===== config.mk =====
export PLATFORM = sky130hd
export DESIGN_NAME = ssdr_top
export DESIGN_NICKNAME = d
export VERILOG_FILES = /design/src/core/ssdr_pkg.sv /design/src/core/ssdr_rx.sv /design/src/core/ssdr_top.sv
export SDC_FILE = /design/constraint.sdc
export NUM_CORES = 1
export LEC_CHECK = 0
export BUFFER_PORTS_ARGS = -buffer_cell sky130_fd_sc_hd__buf_2
export CORE_MARGIN = 2
export CORE_UTILIZATION = 40
export DETAILED_ROUTE_END_ITERATION = 6
export PLACE_DENSITY = 0.6
export SLEW_MARGIN = 20
export SYNTH_ARGS = -nofsm -noshare
export SYNTH_HDL_FRONTEND = slang
export SYNTH_SLANG_ARGS = --single-unit

===== constraint.sdc =====
create_clock -name pclk -period 3 [get_ports pclk]
set_input_delay 0.9 -clock pclk [delete_from_list [all_inputs] [get_ports pclk]]
set_output_delay 0.9 -clock pclk [all_outputs]
set_load 0.05 [all_outputs]

===== src/core/ssdr_pkg.sv =====
// constants, types and register map of the serial status/data block
// Notes on behaviour
// - tx empty request raised only while transmit interrupt enable is 1
// - rx full flag cleared by writing 0 after reading it as 1
// - good reception moves byte to receive buffer and sets rx full
// - overrun set when a frame completes while rx full is still 1
// - framing flag set when the received stop bit is 0
// - parity flag set when ones count disagrees with chosen parity
// - tx end reads 0 while sending; cleared by flag write or data write
// - tx end set when transmit disabled or last bit sent with empty
// - tx empty cleared by write 0 after read 1 or data write
// - tx empty set when transmit disabled or buffer moved to shifter
// - multiprocessor bit sent from software bit, captured on receive
// - mp wait mode drops frames and requests, parity flag aside, until mp bit 1 arrives
// - rx full and rx error requests gated by receive interrupt enable
// - tx end request raised only while its enable is 1
package ssdr_pkg;
  localparam int unsigned CLK_HZ    = 10_000_000;
  localparam int unsigned BAUD_BPS  = 625_000;
  localparam int unsigned BIT_CYC   = CLK_HZ / BAUD_BPS;
  localparam logic [3:0]  BIT_LAST  = 4'(BIT_CYC - 1);
  localparam logic [3:0]  HALF_LAST = 4'(BIT_CYC / 2 - 1);
  localparam int unsigned AW        = 12;
  // register byte addresses
  localparam logic [AW-1:0] ADR_CTL = 12'h000;
  localparam logic [AW-1:0] ADR_STA = 12'h004;
  localparam logic [AW-1:0] ADR_TDB = 12'h008;
  localparam logic [AW-1:0] ADR_RDB = 12'h00C;
  localparam logic [AW-1:0] ADR_IST = 12'h010;
  localparam logic [AW-1:0] ADR_IMK = 12'h014;
  // reset values
  localparam logic [7:0] TDB_RST = 8'hFF;
  localparam logic [7:0] RDB_RST = 8'h00;
  localparam logic [7:0] STA_RST = 8'h84;
  // status bit positions
  localparam int unsigned ST_EMPTY = 7;
  localparam int unsigned ST_FULL  = 6;
  localparam int unsigned ST_PER   = 3;
  // interrupt status bit positions
  localparam int unsigned IV_TXE = 0;
  localparam int unsigned IV_TND = 1;
  localparam int unsigned IV_RXF = 2;
  localparam int unsigned IV_ERR = 3;
  // control register layout, bit 10 down to 2
  typedef struct packed {
    logic mp_mode;
    logic par_odd;
    logic par_en;
    logic tx_irq_enable;
    logic rx_irq_enable;
    logic tx_enable_bit;
    logic rx_enable;
    logic mp_irq_enable;
    logic tx_end_irq_enable;
  } ssdr_ctl_s;
  localparam int unsigned CTL_LSB = 2;
  // status register layout, bit 7 down to 0
  typedef struct packed {
    logic tx_empty_flag;
    logic rx_full_flag;
    logic overrun_flag;
    logic framing_flag;
    logic parity_flag;
    logic tx_end_flag;
    logic mp_bit_received;
    logic mp_bit_to_send;
  } ssdr_sta_s;
  // one finished reception
  typedef struct packed {
    logic       done;
    logic [7:0] data;
    logic       perr;
    logic       ferr;
    logic       mpb;
  } ssdr_rx_s;
  typedef enum logic [1:0] {TX_IDLE, TX_SHIFT} ssdr_tx_e;
  typedef enum logic [1:0] {RX_IDLE, RX_START, RX_BITS} ssdr_rx_e;
endpackage


===== src/core/ssdr_rx.sv =====
// receive frame engine with pin synchroniser
`timescale 1ns/10ps
module ssdr_rx (
  input  wire logic           pclk,
  input  wire logic           presetn,
  input  wire logic           rxd,
  input  wire logic           en,
  input  wire logic           par_en,
  input  wire logic           par_odd,
  input  wire logic           mp_mode,
  output ssdr_pkg::ssdr_rx_s  rx
);
  typedef struct packed {
    logic              s1;
    logic              s2;
    logic              s3;
    logic              lvl;
    ssdr_pkg::ssdr_rx_e st;
    logic [3:0]        cnt;
    logic [3:0]        idx;
    logic [10:0]       sh;
    logic              done;
  } ssdr_rxst_s;
  ssdr_rxst_s q_r, q_nxt;
  logic [3:0] last_idx;
  logic [3:0] p_idx;
  logic [3:0] m_idx;

  // bit positions behind the data byte, last_idx is the stop bit
  assign p_idx    = 4'd8;
  assign m_idx    = 4'd8 + {3'b000, par_en};
  assign last_idx = m_idx + {3'b000, mp_mode};

  // sync chain, start hunt and bit sampling
  always_comb begin
    q_nxt      = q_r;
    q_nxt.s1   = rxd;
    q_nxt.s2   = q_r.s1;
    q_nxt.s3   = q_r.s2;
    q_nxt.done = 1'b0;
    if (q_r.s2 == q_r.s3) q_nxt.lvl = q_r.s3;
    q_nxt.cnt = q_r.cnt - 4'd1;
    case (q_r.st)
      ssdr_pkg::RX_IDLE: begin
        q_nxt.cnt = ssdr_pkg::HALF_LAST;
        if (en && !q_r.lvl) q_nxt.st = ssdr_pkg::RX_START;
      end
      ssdr_pkg::RX_START: begin
        if (q_r.cnt == 4'd0) begin
          q_nxt.cnt = ssdr_pkg::BIT_LAST;
          q_nxt.idx = 4'd0;
          q_nxt.st  = q_r.lvl ? ssdr_pkg::RX_IDLE : ssdr_pkg::RX_BITS;
        end
      end
      ssdr_pkg::RX_BITS: begin
        if (q_r.cnt == 4'd0) begin
          q_nxt.sh[q_r.idx] = q_r.lvl;
          q_nxt.cnt = ssdr_pkg::BIT_LAST;
          q_nxt.idx = q_r.idx + 4'd1;
          if (q_r.idx == last_idx) begin
            q_nxt.done = 1'b1;
            q_nxt.st   = ssdr_pkg::RX_IDLE;
          end
        end
      end
      default: q_nxt.st = ssdr_pkg::RX_IDLE;
    endcase
    if (!en) q_nxt.st = ssdr_pkg::RX_IDLE;
  end

  always_ff @(posedge pclk or negedge presetn) begin
    if (!presetn) begin
      q_r     <= '0;
      q_r.s1  <= 1'b1;
      q_r.s2  <= 1'b1;
      q_r.s3  <= 1'b1;
      q_r.lvl <= 1'b1;
    end else begin
      q_r <= q_nxt;
    end
  end

  // decoded frame, stable after done
  always_comb begin
    rx.done = q_r.done;
    rx.data = q_r.sh[7:0];
    rx.perr = par_en && ((^q_r.sh[7:0] ^ q_r.sh[p_idx]) != par_odd);
    rx.ferr = !q_r.sh[last_idx];
    rx.mpb  = mp_mode && q_r.sh[m_idx];
  end
endmodule


===== src/core/ssdr_top.sv =====
// serial status flags, data buffers, transmitter and apb slave
`timescale 1ns/10ps
module ssdr_top (
  input  wire logic                    pclk,
  input  wire logic                    presetn,
  input  wire logic                    psel,
  input  wire logic                    penable,
  input  wire logic                    pwrite,
  input  wire logic [ssdr_pkg::AW-1:0] paddr,
  input  wire logic [31:0]             pwdata,
  output logic      [31:0]             prdata,
  output logic                         pready,
  output logic                         pslverr,
  input  wire logic                    rxd,
  output logic                         txd,
  output logic                         tx_empty_irq,
  output logic                         tx_end_irq,
  output logic                         rx_full_irq,
  output logic                         rx_err_irq,
  output logic                         irq
);
  typedef struct packed {
    ssdr_pkg::ssdr_ctl_s ctl;
    ssdr_pkg::ssdr_sta_s sta;
    logic [4:0]          seen;
    logic [7:0]          tdb;
    logic [7:0]          rdb;
    logic [3:0]          ist;
    logic [3:0]          imk;
    ssdr_pkg::ssdr_tx_e  txs;
    logic [10:0]         tsh;
    logic [3:0]          tcnt;
    logic [3:0]          tbit;
    logic                txd;
    logic [31:0]         prdata;
    logic                pready;
    logic                pslverr;
    logic [3:0]          req;
    logic                irq;
  } ssdr_st_s;
  ssdr_st_s q_r, q_nxt;
  ssdr_pkg::ssdr_rx_s rx;

  // register address match
  function automatic logic hit(input logic [ssdr_pkg::AW-1:0] a,
                               input logic [ssdr_pkg::AW-1:0] r);
    hit = (a == r);
  endfunction

  // serial frame, lsb first, unused tail kept high
  function automatic logic [10:0] frame(input logic [7:0] d,
                                        input ssdr_pkg::ssdr_ctl_s c,
                                        input logic mp);
    logic par;
    logic [2:0] tail;
    par = ^d ^ c.par_odd;
    case ({c.par_en, c.mp_mode})
      2'b10:   tail = {2'b11, par};
      2'b01:   tail = {2'b11, mp};
      2'b11:   tail = {1'b1, mp, par};
      default: tail = 3'b111;
    endcase
    frame = {tail[1:0], d, 1'b0}; // top tail bit comes from shift-in
  endfunction

  ssdr_rx u_rx (
    .pclk    (pclk),
    .presetn (presetn),
    .rxd     (rxd),
    .en      (q_r.ctl.rx_enable),
    .par_en  (q_r.ctl.par_en),
    .par_odd (q_r.ctl.par_odd),
    .mp_mode (q_r.ctl.mp_mode),
    .rx      (rx)
  );

  logic acc;
  logic wr;
  logic rd;
  logic tdb_wr;
  logic accept;
  logic [3:0] tlen;
  logic [7:0] stw;
  logic [7:0] str;
  logic [3:0] ev;

  assign acc    = psel && penable && q_r.pready;
  assign wr     = acc && pwrite;
  assign rd     = acc && !pwrite;
  assign tdb_wr = wr && hit(paddr, ssdr_pkg::ADR_TDB);
  assign stw    = pwdata[7:0];
  assign str    = q_r.prdata[7:0];
  // mp wait drops frames whose mp bit is 0
  assign accept = !q_r.ctl.mp_irq_enable || rx.mpb;
  assign tlen   = 4'd9 + {3'b000, q_r.ctl.par_en}
                + {3'b000, q_r.ctl.mp_mode};

  // next state of registers, flags, transmitter and bus
  always_comb begin
    q_nxt         = q_r;
    q_nxt.pready  = psel && !penable;
    q_nxt.pslverr = 1'b0;
    // read data snapshot at setup
    if (psel && !penable) begin
      q_nxt.prdata = 32'h0000_0000;
      case (1'b1)
        hit(paddr, ssdr_pkg::ADR_CTL):
          q_nxt.prdata[10:ssdr_pkg::CTL_LSB] = q_r.ctl;
        hit(paddr, ssdr_pkg::ADR_STA): q_nxt.prdata[7:0] = q_r.sta;
        hit(paddr, ssdr_pkg::ADR_TDB): q_nxt.prdata[7:0] = q_r.tdb;
        hit(paddr, ssdr_pkg::ADR_RDB): q_nxt.prdata[7:0] = q_r.rdb;
        hit(paddr, ssdr_pkg::ADR_IST): q_nxt.prdata[3:0] = q_r.ist;
        hit(paddr, ssdr_pkg::ADR_IMK): q_nxt.prdata[3:0] = q_r.imk;
        default: q_nxt.pslverr = 1'b1;
      endcase
    end
    if (rd && hit(paddr, ssdr_pkg::ADR_STA))
      q_nxt.seen = q_r.seen | str[7:ssdr_pkg::ST_PER];
    // register writes
    if (wr) begin
      if (hit(paddr, ssdr_pkg::ADR_CTL))
        q_nxt.ctl = pwdata[10:ssdr_pkg::CTL_LSB];
      if (hit(paddr, ssdr_pkg::ADR_IMK)) q_nxt.imk = pwdata[3:0];
      if (hit(paddr, ssdr_pkg::ADR_STA)) begin
        q_nxt.sta.mp_bit_to_send = stw[0];
        // write 0 after read 1 clears, write 1 ignored
        q_nxt.sta[7:ssdr_pkg::ST_PER] = q_r.sta[7:ssdr_pkg::ST_PER]
                                      & (stw[7:ssdr_pkg::ST_PER]
                                      | ~q_r.seen);
        // tx end cleared with tx empty
        if (q_r.seen[4] && !stw[ssdr_pkg::ST_EMPTY])
          q_nxt.sta.tx_end_flag = 1'b0;
      end
    end
    if (tdb_wr) begin
      q_nxt.tdb                = stw;
      q_nxt.sta.tx_empty_flag  = 1'b0;
      q_nxt.sta.tx_end_flag    = 1'b0;
    end
    // transmitter
    q_nxt.tcnt = q_r.tcnt - 4'd1;
    case (q_r.txs)
      ssdr_pkg::TX_IDLE: begin
        q_nxt.txd = 1'b1;
        if (q_r.ctl.tx_enable_bit && !q_r.sta.tx_empty_flag
            && !tdb_wr) begin
          // mp bit goes out with the frame
          q_nxt.tsh  = frame(q_r.tdb, q_r.ctl, q_r.sta.mp_bit_to_send);
          q_nxt.tcnt = ssdr_pkg::BIT_LAST;
          q_nxt.tbit = 4'd0;
          q_nxt.txs  = ssdr_pkg::TX_SHIFT;
          q_nxt.txd  = 1'b0;
          q_nxt.sta.tx_empty_flag = 1'b1;
          q_nxt.sta.tx_end_flag   = 1'b0;
        end
      end
      ssdr_pkg::TX_SHIFT: begin
        if (q_r.tcnt == 4'd0) begin
          q_nxt.tcnt = ssdr_pkg::BIT_LAST;
          q_nxt.tbit = q_r.tbit + 4'd1;
          q_nxt.tsh  = {1'b1, q_r.tsh[10:1]};
          q_nxt.txd  = q_r.tsh[1];
          if (q_r.tbit == tlen) begin
            q_nxt.txs = ssdr_pkg::TX_IDLE;
            q_nxt.txd = 1'b1;
            // last bit sent with buffer empty
            if (q_nxt.sta.tx_empty_flag) q_nxt.sta.tx_end_flag = 1'b1;
          end
        end
      end
      default: q_nxt.txs = ssdr_pkg::TX_IDLE;
    endcase
    if (!q_nxt.ctl.tx_enable_bit) begin
      q_nxt.txs               = ssdr_pkg::TX_IDLE;
      q_nxt.txd               = 1'b1;
      q_nxt.sta.tx_empty_flag = 1'b1;
      q_nxt.sta.tx_end_flag   = 1'b1;
    end
    // receive completion, hardware set wins over clear
    if (rx.done) begin
      q_nxt.sta.mp_bit_received = rx.mpb;
      if (q_r.ctl.mp_irq_enable && rx.mpb)
        q_nxt.ctl.mp_irq_enable = 1'b0;
      if (accept) begin
        if (q_r.sta.rx_full_flag) begin
          q_nxt.sta.overrun_flag = 1'b1;
        end else if (!rx.ferr && !rx.perr) begin
          q_nxt.rdb              = rx.data;
          q_nxt.sta.rx_full_flag = 1'b1;
        end
        if (rx.ferr) q_nxt.sta.framing_flag = 1'b1;
      end
      if (rx.perr) q_nxt.sta.parity_flag = 1'b1;
    end
    // seen bits drop with their flags
    q_nxt.seen = q_nxt.seen & q_nxt.sta[7:ssdr_pkg::ST_PER];
    q_nxt.req[ssdr_pkg::IV_TXE] = q_nxt.sta.tx_empty_flag
                                && q_nxt.ctl.tx_irq_enable;
    q_nxt.req[ssdr_pkg::IV_TND] = q_nxt.sta.tx_end_flag
                                && q_nxt.ctl.tx_end_irq_enable;
    q_nxt.req[ssdr_pkg::IV_RXF] = q_nxt.sta.rx_full_flag
                                && q_nxt.ctl.rx_irq_enable;
    q_nxt.req[ssdr_pkg::IV_ERR] = (q_nxt.sta.overrun_flag
                                || q_nxt.sta.framing_flag
                                || q_nxt.sta.parity_flag)
                                && q_nxt.ctl.rx_irq_enable;
    // sticky status, cleared by read, new event wins
    ev = q_nxt.req & ~q_r.req;
    if (rd && hit(paddr, ssdr_pkg::ADR_IST)) q_nxt.ist = 4'h0;
    q_nxt.ist = q_nxt.ist | ev;
    q_nxt.irq = |(q_nxt.ist & q_nxt.imk);
  end

  always_ff @(posedge pclk or negedge presetn) begin
    if (!presetn) begin
      q_r     <= '0;
      q_r.tdb <= ssdr_pkg::TDB_RST;
      q_r.rdb <= ssdr_pkg::RDB_RST;
      q_r.sta <= ssdr_pkg::STA_RST;
      q_r.txd <= 1'b1;
    end else begin
      q_r <= q_nxt;
    end
  end

  // outputs straight from state
  assign prdata       = q_r.prdata;
  assign pready       = q_r.pready;
  assign pslverr      = q_r.pslverr;
  assign txd          = q_r.txd;
  assign tx_empty_irq = q_r.req[ssdr_pkg::IV_TXE];
  assign tx_end_irq   = q_r.req[ssdr_pkg::IV_TND];
  assign rx_full_irq  = q_r.req[ssdr_pkg::IV_RXF];
  assign rx_err_irq   = q_r.req[ssdr_pkg::IV_ERR];
  assign irq          = q_r.irq;
endmodule


==> impl_results.md, run 1 <==
* Via density at 5.18
* Clk pwr share at 0.412
* HPWL Detailed at 10100 microns
* Worst-Skew Late Latency at 350 ps
* All-Layer GR Usage at 0.186
* Sw Ratio at 0.241
* Share of Yosys cell area claimed by the top area cell type at 0.422
* Final core occ at 0.475
* Clock Pin Slew Worst Setup and Hold Paths at roughly 80 ps
* Sequential share of the synthesized area at 0.492
* Avg Cell Area, Syn at ~11 sq um
* Worst Tran Pin Value at 514 ps
* Sequential share of power at 0.520
* Hold buffer count at CTS at 0
* Data required, critical path at 3240 ps
* FF/Latch Area at 0.00277 sq mm
* RSZ-0062 raised after global routing: true
* Routed vias at 4148
* Die Y-Extent at 123 microns
* Layout cells sized above 1 at 0.301
* Clock buffers created by TritonCTS at 9
* Synth area leader: dfrtp_1
* P_sw at 696 uW
* WP data arrival at 3290 ps
* Final setup violating endpoints at 1
* Leakage at about 0.0032 uW
* Clock root buffer master: clkbuf_16
* Commonest non-fill, non-tap cell in the layout: dfrtp_1
* Top FF cell, synth: dfrtp_1
* Synthesized netlist cell count at about 530
* Post-synth EDFFs at 0
* Failing checks: negative setup slack
* Most used cell, CP: or4_4
* Initial antenna violation count at 0
* Initial Util at 0.407
* Pwr per Cell Area at 440 mW/mm^2
* DIE AREA at approximately 0.015 sq mm
* CP Cell Sequence: buf_2 -> or4_4 -> or4_4 -> or3b_1 -> a32o_2 -> o31ai_4 -> o21ai_2 -> a221o_1
* Final hold slack at 359 ps
* Final worst setup slack at -46.0 ps
* Die Width at 123 microns
* Yosys reg bits at 110
* First-pass GRT wire length at about 21000 microns
* Core ar. at 0.0138 sq mm
* Critical path type: in -> reg
* Final instance area at ~0.0066 sq mm
* Crit path time final at 3050 ps
* PortBufs at 47
* Clk_skew at 9.83 ps
* Ys async rst share at 1.00
* Final net count at 682
* Drt first pass iters at 6
* Diode count at 0
* Status: finished with violations
* CTS tree: built
* Number of max-cap violations at 0
* Wire per inst at 16.6 microns
* Logic pwr share at 0.068
* Post-route DRC at 0
* Synth area leaders: dfrtp_1 42%, dfstp_2 7.0%, mux2_2 6.8%, nand2_1 5.2%, buf_4 4.3%
* Worst Setup End Kind: flop
* Clock Path Buffers at 2
* WL final at roughly 13000 microns
* Global route overflow at 0
* Boundary Pins at 90
* Yosys warning total at 0
* FMAX at 328 MHz
* Max VDD drop at 0.000323 V
* Library cells used by synthesis at 68
* Hold WC Path Type: reg -> reg
* DP Area at 0.00627 sq mm
* P_int at about 2200 uW
* Crit-path slowest cell: or4_4
* Pwr Total at about 2900 uW
* Largest net degree at the start of global routing at 54
* Max FO, Critical Path at 2
* Post-route setup TNS at -46.0 ps
* Clock Sinks at 110
* Area Growth Syn to Fin at 16.7%
* Commonest cells after routing, fill and taps aside: 95 x dfrtp_1, 78 x nand2_1, 54 x buf_4
* Area of the multi-input gates at 0.00252 sq mm
* Routability cong. at ~0.86
* Cell Area, Synth at roughly 0.0056 sq mm
* Vias in the first global route at 4092
* Period utilization at 1.02
* Setup crit start kind: input port
* # rows at 43
* Antenna Nets Post-Route at 0
* Fin. Hold Viols at 0
* Initial DRC count at 281
* Slew HR at 0.648
* CP peak stage delay at 550 ps
* Fin. max-slew vios at 0
* Fillers at roughly 1.3k
* H-tree lvl count at 3
-- power groups by stage --
stage | logic [uW] | registers [uW] | clock network [uW]
CTS | 197 | 1500 | 1220
detailed placement | 196 | 1530 | 0
finish | 196 | 1500 | 1190
global route | 214 | 1500 | 1270
global placement | 195 | 1530 | 0
floorplan | 135 | 1530 | 0
-- critical path, delay by kind of cell --
| kind | cells | cell delay [ps] |
|---|---|---|
| AOI/OAI and AO/OA | 4 | 840 |
| buffers and inverters | 1 | 100 |
| and+or+nand+nor | 3 | 1450 |
-- area by class of cell --
type | instances | area share
multi-input cells | 365 | 0.383
flip-flops and latches | 110 | 0.422
well taps | 180 | 0.0343
inverters | 29 | 0.0166
clock buffers | 11 | 0.0354
repair buffers | 101 | 0.0998
clock inverters | 5 | 0.00895
-- routing by layer --
metal / vias to the layer above / wire length, microns / GRT usage
met5: - / 0 / 0
met4: 0 / 230 / 0.0582
met3: 14 / 579 / 0.0390
met2: 99 / 6380 / 0.300
met1: 2064 / 6110 / 0.252
li1: 1971 / - / -
-- through the flow --
stage / setup WS [ps] / cells
after detailed placement: -487 / 785
after floorplan: -348 / 553
after global placement: -439 / 785
after CTS: -24.2 / 801
final: -46.0 / 801
after global routing: -72.9 / 801
-- flip-flops by register name, summed over array words and instances (netlist names) --
name	count
irq	1
prdata	11
pready	1
pslverr	1
q_r	65
rx_err_irq	1
rx_full_irq	1
tx_empty_irq	1
tx_end_irq	1
txd	1
u_rx.q_nxt	2
u_rx.q_r	15
u_rx.rx	9
-- cells in the mapped netlist (all sizes together) (5+ instances only) --
cell type / instances
dfrtp: 95
nand2: 78
buf: 35
mux2: 34
inv: 29
o21ai: 25
nor2: 24
a21oi: 20
xnor2: 20
nand3: 17
ha: 16
dfstp: 15
clkbuf: 14
nor3: 9
a22oi: 8
mux2i: 7
a22o: 6
nand2b: 6
nor2b: 6
and3: 5
-- path summary, 6_finish.rpt --
check	cells past startpoint	to	slack, ps	start
worst max-delay path	8	irq	-50	paddr[9]
worst min register to register	0	u_rx.q_nxt[23]	360	u_rx.q_nxt[24]
worst min-delay path	0	u_rx.q_nxt[23]	360	u_rx.q_nxt[24]
min in group asynchronous	1	prdata[1]	520	presetn
worst max register to register	10	irq	420	q_r[106]
max in group asynchronous	2	u_rx.q_r[22]	1750	presetn
-- cell families (layout without fill, tap and decap cells) --
kind of cell,after synthesis,after routing,synth area share
xor gates and xnor gates,25,25,0.0420
adders and majority gates,17,17,0.0373
AOI/OAI and AO/OA,85,85,0.104
muxes,45,45,0.0964
other,1,21,0.000666
and+or+nand+nor,172,172,0.151
DFF,110,110,0.492
buffers and inverters,78,146,0.0768
-- timing repair --
item / CTS / global route
buffers inserted: 0 / 0
setup endpoints to repair: 1 / 1
resized for setup: 3 / 4
Note: power is estimated with default switching activity, not from simulation.
==> run 2, diff against run 1 <==
--- a/config.mk
+++ b/config.mk
@@ -7,9 +7,10 @@
 export LEC_CHECK = 0
 export BUFFER_PORTS_ARGS = -buffer_cell sky130_fd_sc_hd__buf_2
 export CORE_MARGIN = 2
-export CORE_UTILIZATION = 40
+export CORE_UTILIZATION = 57
 export DETAILED_ROUTE_END_ITERATION = 6
-export PLACE_DENSITY = 0.6
+export PLACE_DENSITY = 0.85
+export RECOVER_POWER = 50
 export SLEW_MARGIN = 20
 export SYNTH_ARGS = -nofsm -noshare
 export SYNTH_HDL_FRONTEND = slang
==> run 2 against run 1 <==
Effect of this change: highest routed layer unchanged; the flow still finishes with violations (negative setup slack); register-to-register slack worse by 170 ps; flip-flop and latch count did not move; die area fell by 29%; largest power group unchanged; routed wire length decreased by 2.6%; count of clock-buffer cells in the layout grew 1; critical path type unchanged; combinational power decreased by 3%; sequential share of layout area rose by 1.2 points; first-iteration DRC count fell by 27%.
==> impl_results.md, run 2 (same netlist as run 1, synthesis figures left out) <==
* Status: finished with violations (unchanged)
* Number of max-cap violations at 0 (unchanged)
* Core ar. at 0.00968 sq mm (was 0.0138 sq mm)
* Via density at 5.66 (was 5.18)
* Worst Tran Pin Value at 1120 ps (was 514 ps)
* Setup crit start kind: input port (unchanged)
* Largest net degree at the start of global routing at 46 (was 54)
* Crit path time final at 3010 ps (was 3050 ps)
* # rows at 36 (was 43)
* Worst-Skew Late Latency at 390 ps (was 350 ps)
* Initial antenna violation count at 0 (unchanged)
* Layout Cells excl Fill at 751 (was 801)
* Wire per inst at 17.3 microns (was 16.6 microns)
* Worst Setup End Kind: flop (unchanged)
* Sw Ratio at 0.251 (was 0.241)
* Post-CTS setup buffer count at 0 (unchanged)
* Final setup violating endpoints at 1 (unchanged)
* P_int at 1970 uW (was 2190 uW)
* Slew HR at 0.256 (was 0.648)
* Commonest cells after routing, fill and taps aside: 95 x dfrtp_1, 78 x nand2_1, 46 x buf_4 (was 95 x dfrtp_1, 78 x nand2_1, 54 x buf_4)
* Clock buffers created by TritonCTS at 9 (unchanged)
* Drt first pass iters at 5 (was 6)
* R2R depth at 10 (unchanged)
* R2R Setup Slk at 250 ps (was 420 ps)
* Worst setup path end: irq (unchanged)
* HPWL Detailed at 9730 microns (was 10100 microns)
* PortBufs at 47 (unchanged)
* CTS tree: built (unchanged)
* Diode count at 0 (unchanged)
* Final instance area at 0.00638 sq mm (was 0.00657 sq mm)
* Hold buffer count at CTS at 0 (unchanged)
* First-pass GRT wire length at 20800 microns (was 21400 microns)
* Crit-path slowest cell: or4_4 (unchanged)
* Failing checks: negative setup slack (unchanged)
* Vias in the first global route at 4236 (was 4092)
* Worst Setup SP: paddr[10] (was paddr[9])
* DP Area at 0.00618 sq mm (was 0.00627 sq mm)
* FMAX at 333 MHz (was 328 MHz)
* P_sw at 661 uW (was 696 uW)
* Hold WC Path Type: reg -> reg (unchanged)
* WP buf/inv at 1 (unchanged)
* H-tree lvl count at 3 (unchanged)
* WL final at 13000 microns (was 13300 microns)
* Critical R2R Launch: q_r[106] (unchanged)
* Clk pwr share at 0.358 (was 0.412)
* Fin. max-slew vios at 0 (unchanged)
* Area Growth Syn to Fin at 13.3% (was 16.7%)
* Die Width at 103 microns (was 123 microns)
* Sequential share of power at 0.570 (was 0.520)
* Initial DRC count at 206 (was 281)
* Fin. Hold Viols at 0 (unchanged)
* RSZ-0062 raised after global routing: true (unchanged)
* Logic pwr share at 0.072 (was 0.068)
* Routability cong. at 0.925 (was 0.857)
* Die Y-Extent at 103 microns (was 123 microns)
* Critical path type: in -> reg (unchanged)
* DIE AREA at 0.0107 sq mm (was 0.0151 sq mm)
* Final net count at 679 (was 682)
* Clock Sinks at 110 (unchanged)
* Layout cells sized above 1 at 0.291 (was 0.301)
* Max FO, Critical Path at 3 (was 2)
* Pwr per Cell Area at 413 mW/mm^2 (was 440 mW/mm^2)
* Post-route DRC at 0 (unchanged)
* Routed vias at 4248 (was 4148)
* CP Cell Sequence: buf_6 -> or4_4 -> or4_4 -> or3b_1 -> a32o_2 -> o31ai_4 -> o21ai_2 -> a221o_1 (was buf_2 -> or4_4 -> or4_4 -> or3b_1 -> a32o_2 -> o31ai_4 -> o21ai_2 -> a221o_1)
* All-Layer GR Usage at 0.258 (was 0.186)
* Most used cell, CP: or4_4 (unchanged)
* Data required, critical path at 3290 ps (was 3240 ps)
* Critical path depth in cells at 8 (unchanged)
* Clock root buffer master: clkbuf_8 (was clkbuf_16)
* CP top delay family: simple AND/OR/NAND/NOR gates (unchanged)
* Boundary Pins at 90 (unchanged)
* Period utilization at 1.00 (was 1.02)
* Fillers at 722 (was 1291)
* Reg2reg end: irq (unchanged)
* Post-placement cell count at 735 (was 785)
* Clk_skew at 17.1 ps (was 9.83 ps)
* Clock Path Buffers at 2 (unchanged)
* WP data arrival at 3290 ps (about the same)
* Max reg flops at 65 (unchanged)
* Global route overflow at 0 (unchanged)
* Clock Pin Slew Worst Setup and Hold Paths at 110 ps (was 80 ps)
* Antenna Nets Post-Route at 0 (unchanged)
* Final worst setup slack at -6.80 ps (was -46.0 ps)
* Min-delay src: u_rx.q_nxt[24] (unchanged)
* Largest Register: q_r (unchanged)
* Commonest non-fill, non-tap cell in the layout: dfrtp_1 (unchanged)
* Max VDD drop at 0.000321 V (was 0.000323 V)
* CP peak stage delay at 560 ps (was 550 ps)
* Leakage at 0.00312 uW (was 0.00318 uW)
* Initial Util at 0.582 (was 0.407)
-- run 2: layer usage --
| layer | part of all wire | track usage |
|---|---|---|
| met5 | 0 | 0 |
| met4 | 0.029 | 0.105 |
| met1 | 0.41 | 0.329 |
| met3 | 0.055 | 0.0685 |
| met2 | 0.50 | 0.421 |
-- run 2: power by group through the flow --
stage / registers, uW / clock network (uW) / logic, uW
finish: 1500 / 943 / 190
global route: 1500 / 1020 / 207
CTS: 1500 / 953 / 194
detailed placement: 1530 / 0 / 193
global placement: 1530 / 0 / 190
floorplan: 1530 / 0 / 135
-- run 2: worst min path at each step --
stage | endpoint | depth (start not counted)
finish | u_rx.q_nxt[23] | 0
global route | u_rx.q_nxt[23] | 0
CTS | u_rx.q_nxt[23] | 0
detailed placement | u_rx.q_nxt[23] | 0
global placement | u_rx.q_nxt[23] | 0
floorplan | u_rx.q_nxt[23] | 0
-- run 2: repair_timing --
item | in CTS | in global routing
endpoints found under the setup margin | 1 | 1
endpoints found under the hold margin | 0 | 0
pin swaps | 1 | 1
gates resized for setup | 4 | 3
-- run 2: metrics by stage --
stage | hold WS, ps | util | TNS (ps) | setup slack, ps | power [uW]
2_1_floorplan | 345 | - | -475 | -348 | 1670
3_3_place_gp | 347 | 0.639 | -1220 | -436 | 1720
3_5_place_dp | 352 | 0.639 | -1570 | -494 | 1720
4_1_cts | 367 | 0.661 | -2.77 | -2.77 | 2650
5_1_grt | 380 | 0.659 | -50.7 | -50.7 | 2730
6_report | 368 | 0.659 | -6.80 | -6.80 | 2640
-- run 2: cell type report --
type,count,area [sq um],share of cell area
timing repair buffer,98,611,0.0956
multi-input combinational,365,2520,0.395
clock buffer,12,155,0.0243
inverter,29,109,0.0170
tap,133,166,0.0261
clock inverter,4,52.6,0.00823
sequential,110,2770,0.434
==> run 3, diff against run 2 <==
--- a/config.mk
+++ b/config.mk
@@ -7,9 +7,9 @@
 export LEC_CHECK = 0
 export BUFFER_PORTS_ARGS = -buffer_cell sky130_fd_sc_hd__buf_2
 export CORE_MARGIN = 2
-export CORE_UTILIZATION = 57
+export CORE_UTILIZATION = 45
 export DETAILED_ROUTE_END_ITERATION = 6
-export PLACE_DENSITY = 0.85
+export PLACE_DENSITY = 0.71
 export RECOVER_POWER = 50
 export SLEW_MARGIN = 20
 export SYNTH_ARGS = -nofsm -noshare
==> run 3 against run 2 <==
Effect of this change: hold slack got worse by 9.7 ps; critical path type unchanged; clock skew decreased by 7.3 ps; die area is 26% higher; setup slack got worse by 61 ps; first-iteration DRC count rose by 49%; combinational power barely moved; the flow finishes with violations (max-capacitance violations, max-slew violations, negative setup slack); utilization is 12 points lower; clock power grew 34%; maximum frequency shrank 2.0%; highest routed layer unchanged; count of clock-buffer cells in the layout is 1 lower.
==> impl_results.md, run 3 (same netlist as run 1, synthesis figures left out) <==
* Worst Setup End Kind: flop (unchanged)
* Largest Register: q_r (unchanged)
* Initial antenna violation count at 0 (unchanged)
* Status: finished with violations (unchanged)
* R2R Setup Slk at 320 ps (was 250 ps)
* Area Growth Syn to Fin at 15.4% (was 13.3%)
* Clock Path Buffers at 2 (unchanged)
* Critical R2R Launch: q_r[106] (unchanged)
* Routability cong. at 0.869 (was 0.925)
* All-Layer GR Usage at 0.206 (was 0.258)
* Clock Sinks at 110 (unchanged)
* RSZ-0062 raised after global routing: true (unchanged)
* Min-delay src: u_rx.q_nxt[24] (unchanged)
* Drt first pass iters at 7 (was 5)
* Worst Tran Pin Value at 1800 ps (was 1120 ps)
* Worst-Skew Late Latency at 360 ps (was 390 ps)
* CTS tree: built (unchanged)
* Post-CTS setup buffer count at 0 (unchanged)
* Pwr per Cell Area at 455 mW/mm^2 (was 413 mW/mm^2)
* PortBufs at 47 (unchanged)
* Routed vias at 4159 (was 4248)
* Fin. Hold Viols at 0 (unchanged)
* Hold WC Path Type: reg -> reg (unchanged)
* Crit path time final at 3070 ps (was 3010 ps)
* DIE AREA at 0.0134 sq mm (was 0.0107 sq mm)
* Initial DRC count at 307 (was 206)
* Clk_skew at 9.89 ps (was 17.1 ps)
* Max VDD drop at 0.000387 V (was 0.000321 V)
* Initial Util at 0.465 (was 0.582)
* Final instance area at 0.00650 sq mm (was 0.00638 sq mm)
* Antenna Nets Post-Route at 0 (unchanged)
* Via density at 5.33 (was 5.66)
* WP data arrival at 3310 ps (was 3290 ps)
* Die Width at 116 microns (was 103 microns)
* H-tree lvl count at 3 (unchanged)
* Commonest non-fill, non-tap cell in the layout: dfrtp_1 (unchanged)
* # rows at 40 (was 36)
* R2R depth at 10 (unchanged)
* Core ar. at 0.0121 sq mm (was 0.00968 sq mm)
* Failing checks: max-capacitance violations, max-slew violations, negative setup slack (was negative setup slack)
* Die Y-Extent at 116 microns (was 103 microns)
* Global route overflow at 0 (unchanged)
* Diode count at 0 (unchanged)
* Max reg flops at 65 (unchanged)
* Clock Pin Slew Worst Setup and Hold Paths at 70 ps (was 110 ps)
* Setup crit start kind: input port (unchanged)
* Critical path type: in -> reg (unchanged)
* Period utilization at 1.02 (was 1.00)
* Worst Setup SP: paddr[10] (unchanged)
* Fillers at 1074 (was 722)
* Final core occ at 0.537 (was 0.659)
* Clock buffers created by TritonCTS at 9 (unchanged)
* Data required, critical path at 3240 ps (was 3290 ps)
* Clock root buffer master: clkbuf_16 (was clkbuf_8)
* WL final at 13000 microns (about the same)
* Post-route DRC at 0 (unchanged)
* Final net count at 673 (was 679)
* First-pass GRT wire length at 20900 microns (was 20800 microns)
* Max FO, Critical Path at 4 (was 3)
* Layout cells sized above 1 at 0.288 (was 0.291)
* Post-placement cell count at 764 (was 735)
* Final worst setup slack at -67.4 ps (was -6.80 ps)
* Layout Cells excl Fill at 780 (was 751)
* Worst setup path end: irq (unchanged)
* DP Area at 0.00618 sq mm (about the same)
* Wire per inst at 16.6 microns (was 17.3 microns)
* Boundary Pins at 90 (unchanged)
* Final setup violating endpoints at 1 (unchanged)
* Number of max-cap violations at 1 (was 0)
* Leakage at 0.00315 uW (was 0.00312 uW)
* Slew HR at -0.203 (was 0.256)
* Fin. max-slew vios at 34 (was 0)
* Setup WS pre-CTS at -492 ps (was -494 ps)
* FMAX at 326 MHz (was 333 MHz)
* HPWL Detailed at 9670 microns (was 9730 microns)
* Largest net degree at the start of global routing at 79 (was 46)
* Hold buffer count at CTS at 0 (unchanged)
* Final hold slack at 358 ps (was 368 ps)
* Vias in the first global route at 4107 (was 4236)
* Reg2reg end: irq (unchanged)
* Commonest cells after routing, fill and taps aside: 95 x dfrtp_1, 78 x nand2_1, 45 x buf_2 (was 95 x dfrtp_1, 78 x nand2_1, 46 x buf_4)
-- run 3: cell types whose count changed in the layout (fill, tap and decap cells not counted), moves of 2 or more --
| cell | before | now |
|---|---|---|
| clkbuf_2 | 2 | 0 |
| clkbuf_8 | 11 | 2 |
| o21ai_0 | 22 | 24 |
| clkbuf_16 | 0 | 9 |
| buf_4 | 46 | 42 |
-- run 3: critical path: stages --
cell	delay [ps]
buf_6	90
or4_4	530
or4_4	570
or3b_1	370
a32o_2	250
o31ai_4	210
o21ai_2	80
a221o_1	300
-- run 3: worst min-delay path by stage --
stage | endpoint | slack, ps | cells after the start
finish | u_rx.q_nxt[23] | 360 | 0
global placement | u_rx.q_nxt[23] | 350 | 0
floorplan | u_rx.q_nxt[23] | 350 | 0
detailed placement | u_rx.q_nxt[23] | 350 | 0
CTS | u_rx.q_nxt[23] | 360 | 0
global route | u_rx.q_nxt[23] | 360 | 0
-- run 3: final cells by class --
class,instances,area [sq um],share of cell area
clock buffers,11,253,0.0389
clock inverters,5,62.6,0.00962
inverters,29,109,0.0167
multi-input cells,365,2520,0.388
flip-flops and latches,110,2770,0.426
well taps,168,210,0.0323
repair buffers,92,574,0.0884
-- run 3: repair_timing --
item / in CTS / in global routing
gates cloned: 0 / 0
endpoints found under the setup margin: 1 / 2
resized for setup: 4 / 2
pin swaps: 1 / 0
-- run 3: report_power, final --
part	leakage [uW]	switching (uW)	total, uW	internal [uW]
clock network	0.000154	557	1260	701
logic	0.00159	147	193	46.3
registers	0.00140	9.57	1500	1490
total	0.00315	714	2950	2240
-- run 3: stage by stage --
stage,power (uW),TNS [ps]
2_1_floorplan,1670,-475
3_3_place_gp,1720,-1100
3_5_place_dp,1730,-1280
4_1_cts,2990,-55.8
5_1_grt,3050,-98.6
6_report,2950,-67.4
-- run 3: per-layer routing --
layer,track usage,part of all wire,vias up
met4,0.0595,0.013,0
met1,0.277,0.45,2087
li1,-,-,1945
met2,0.340,0.50,114
met3,0.0439,0.045,13
met5,0,0,-
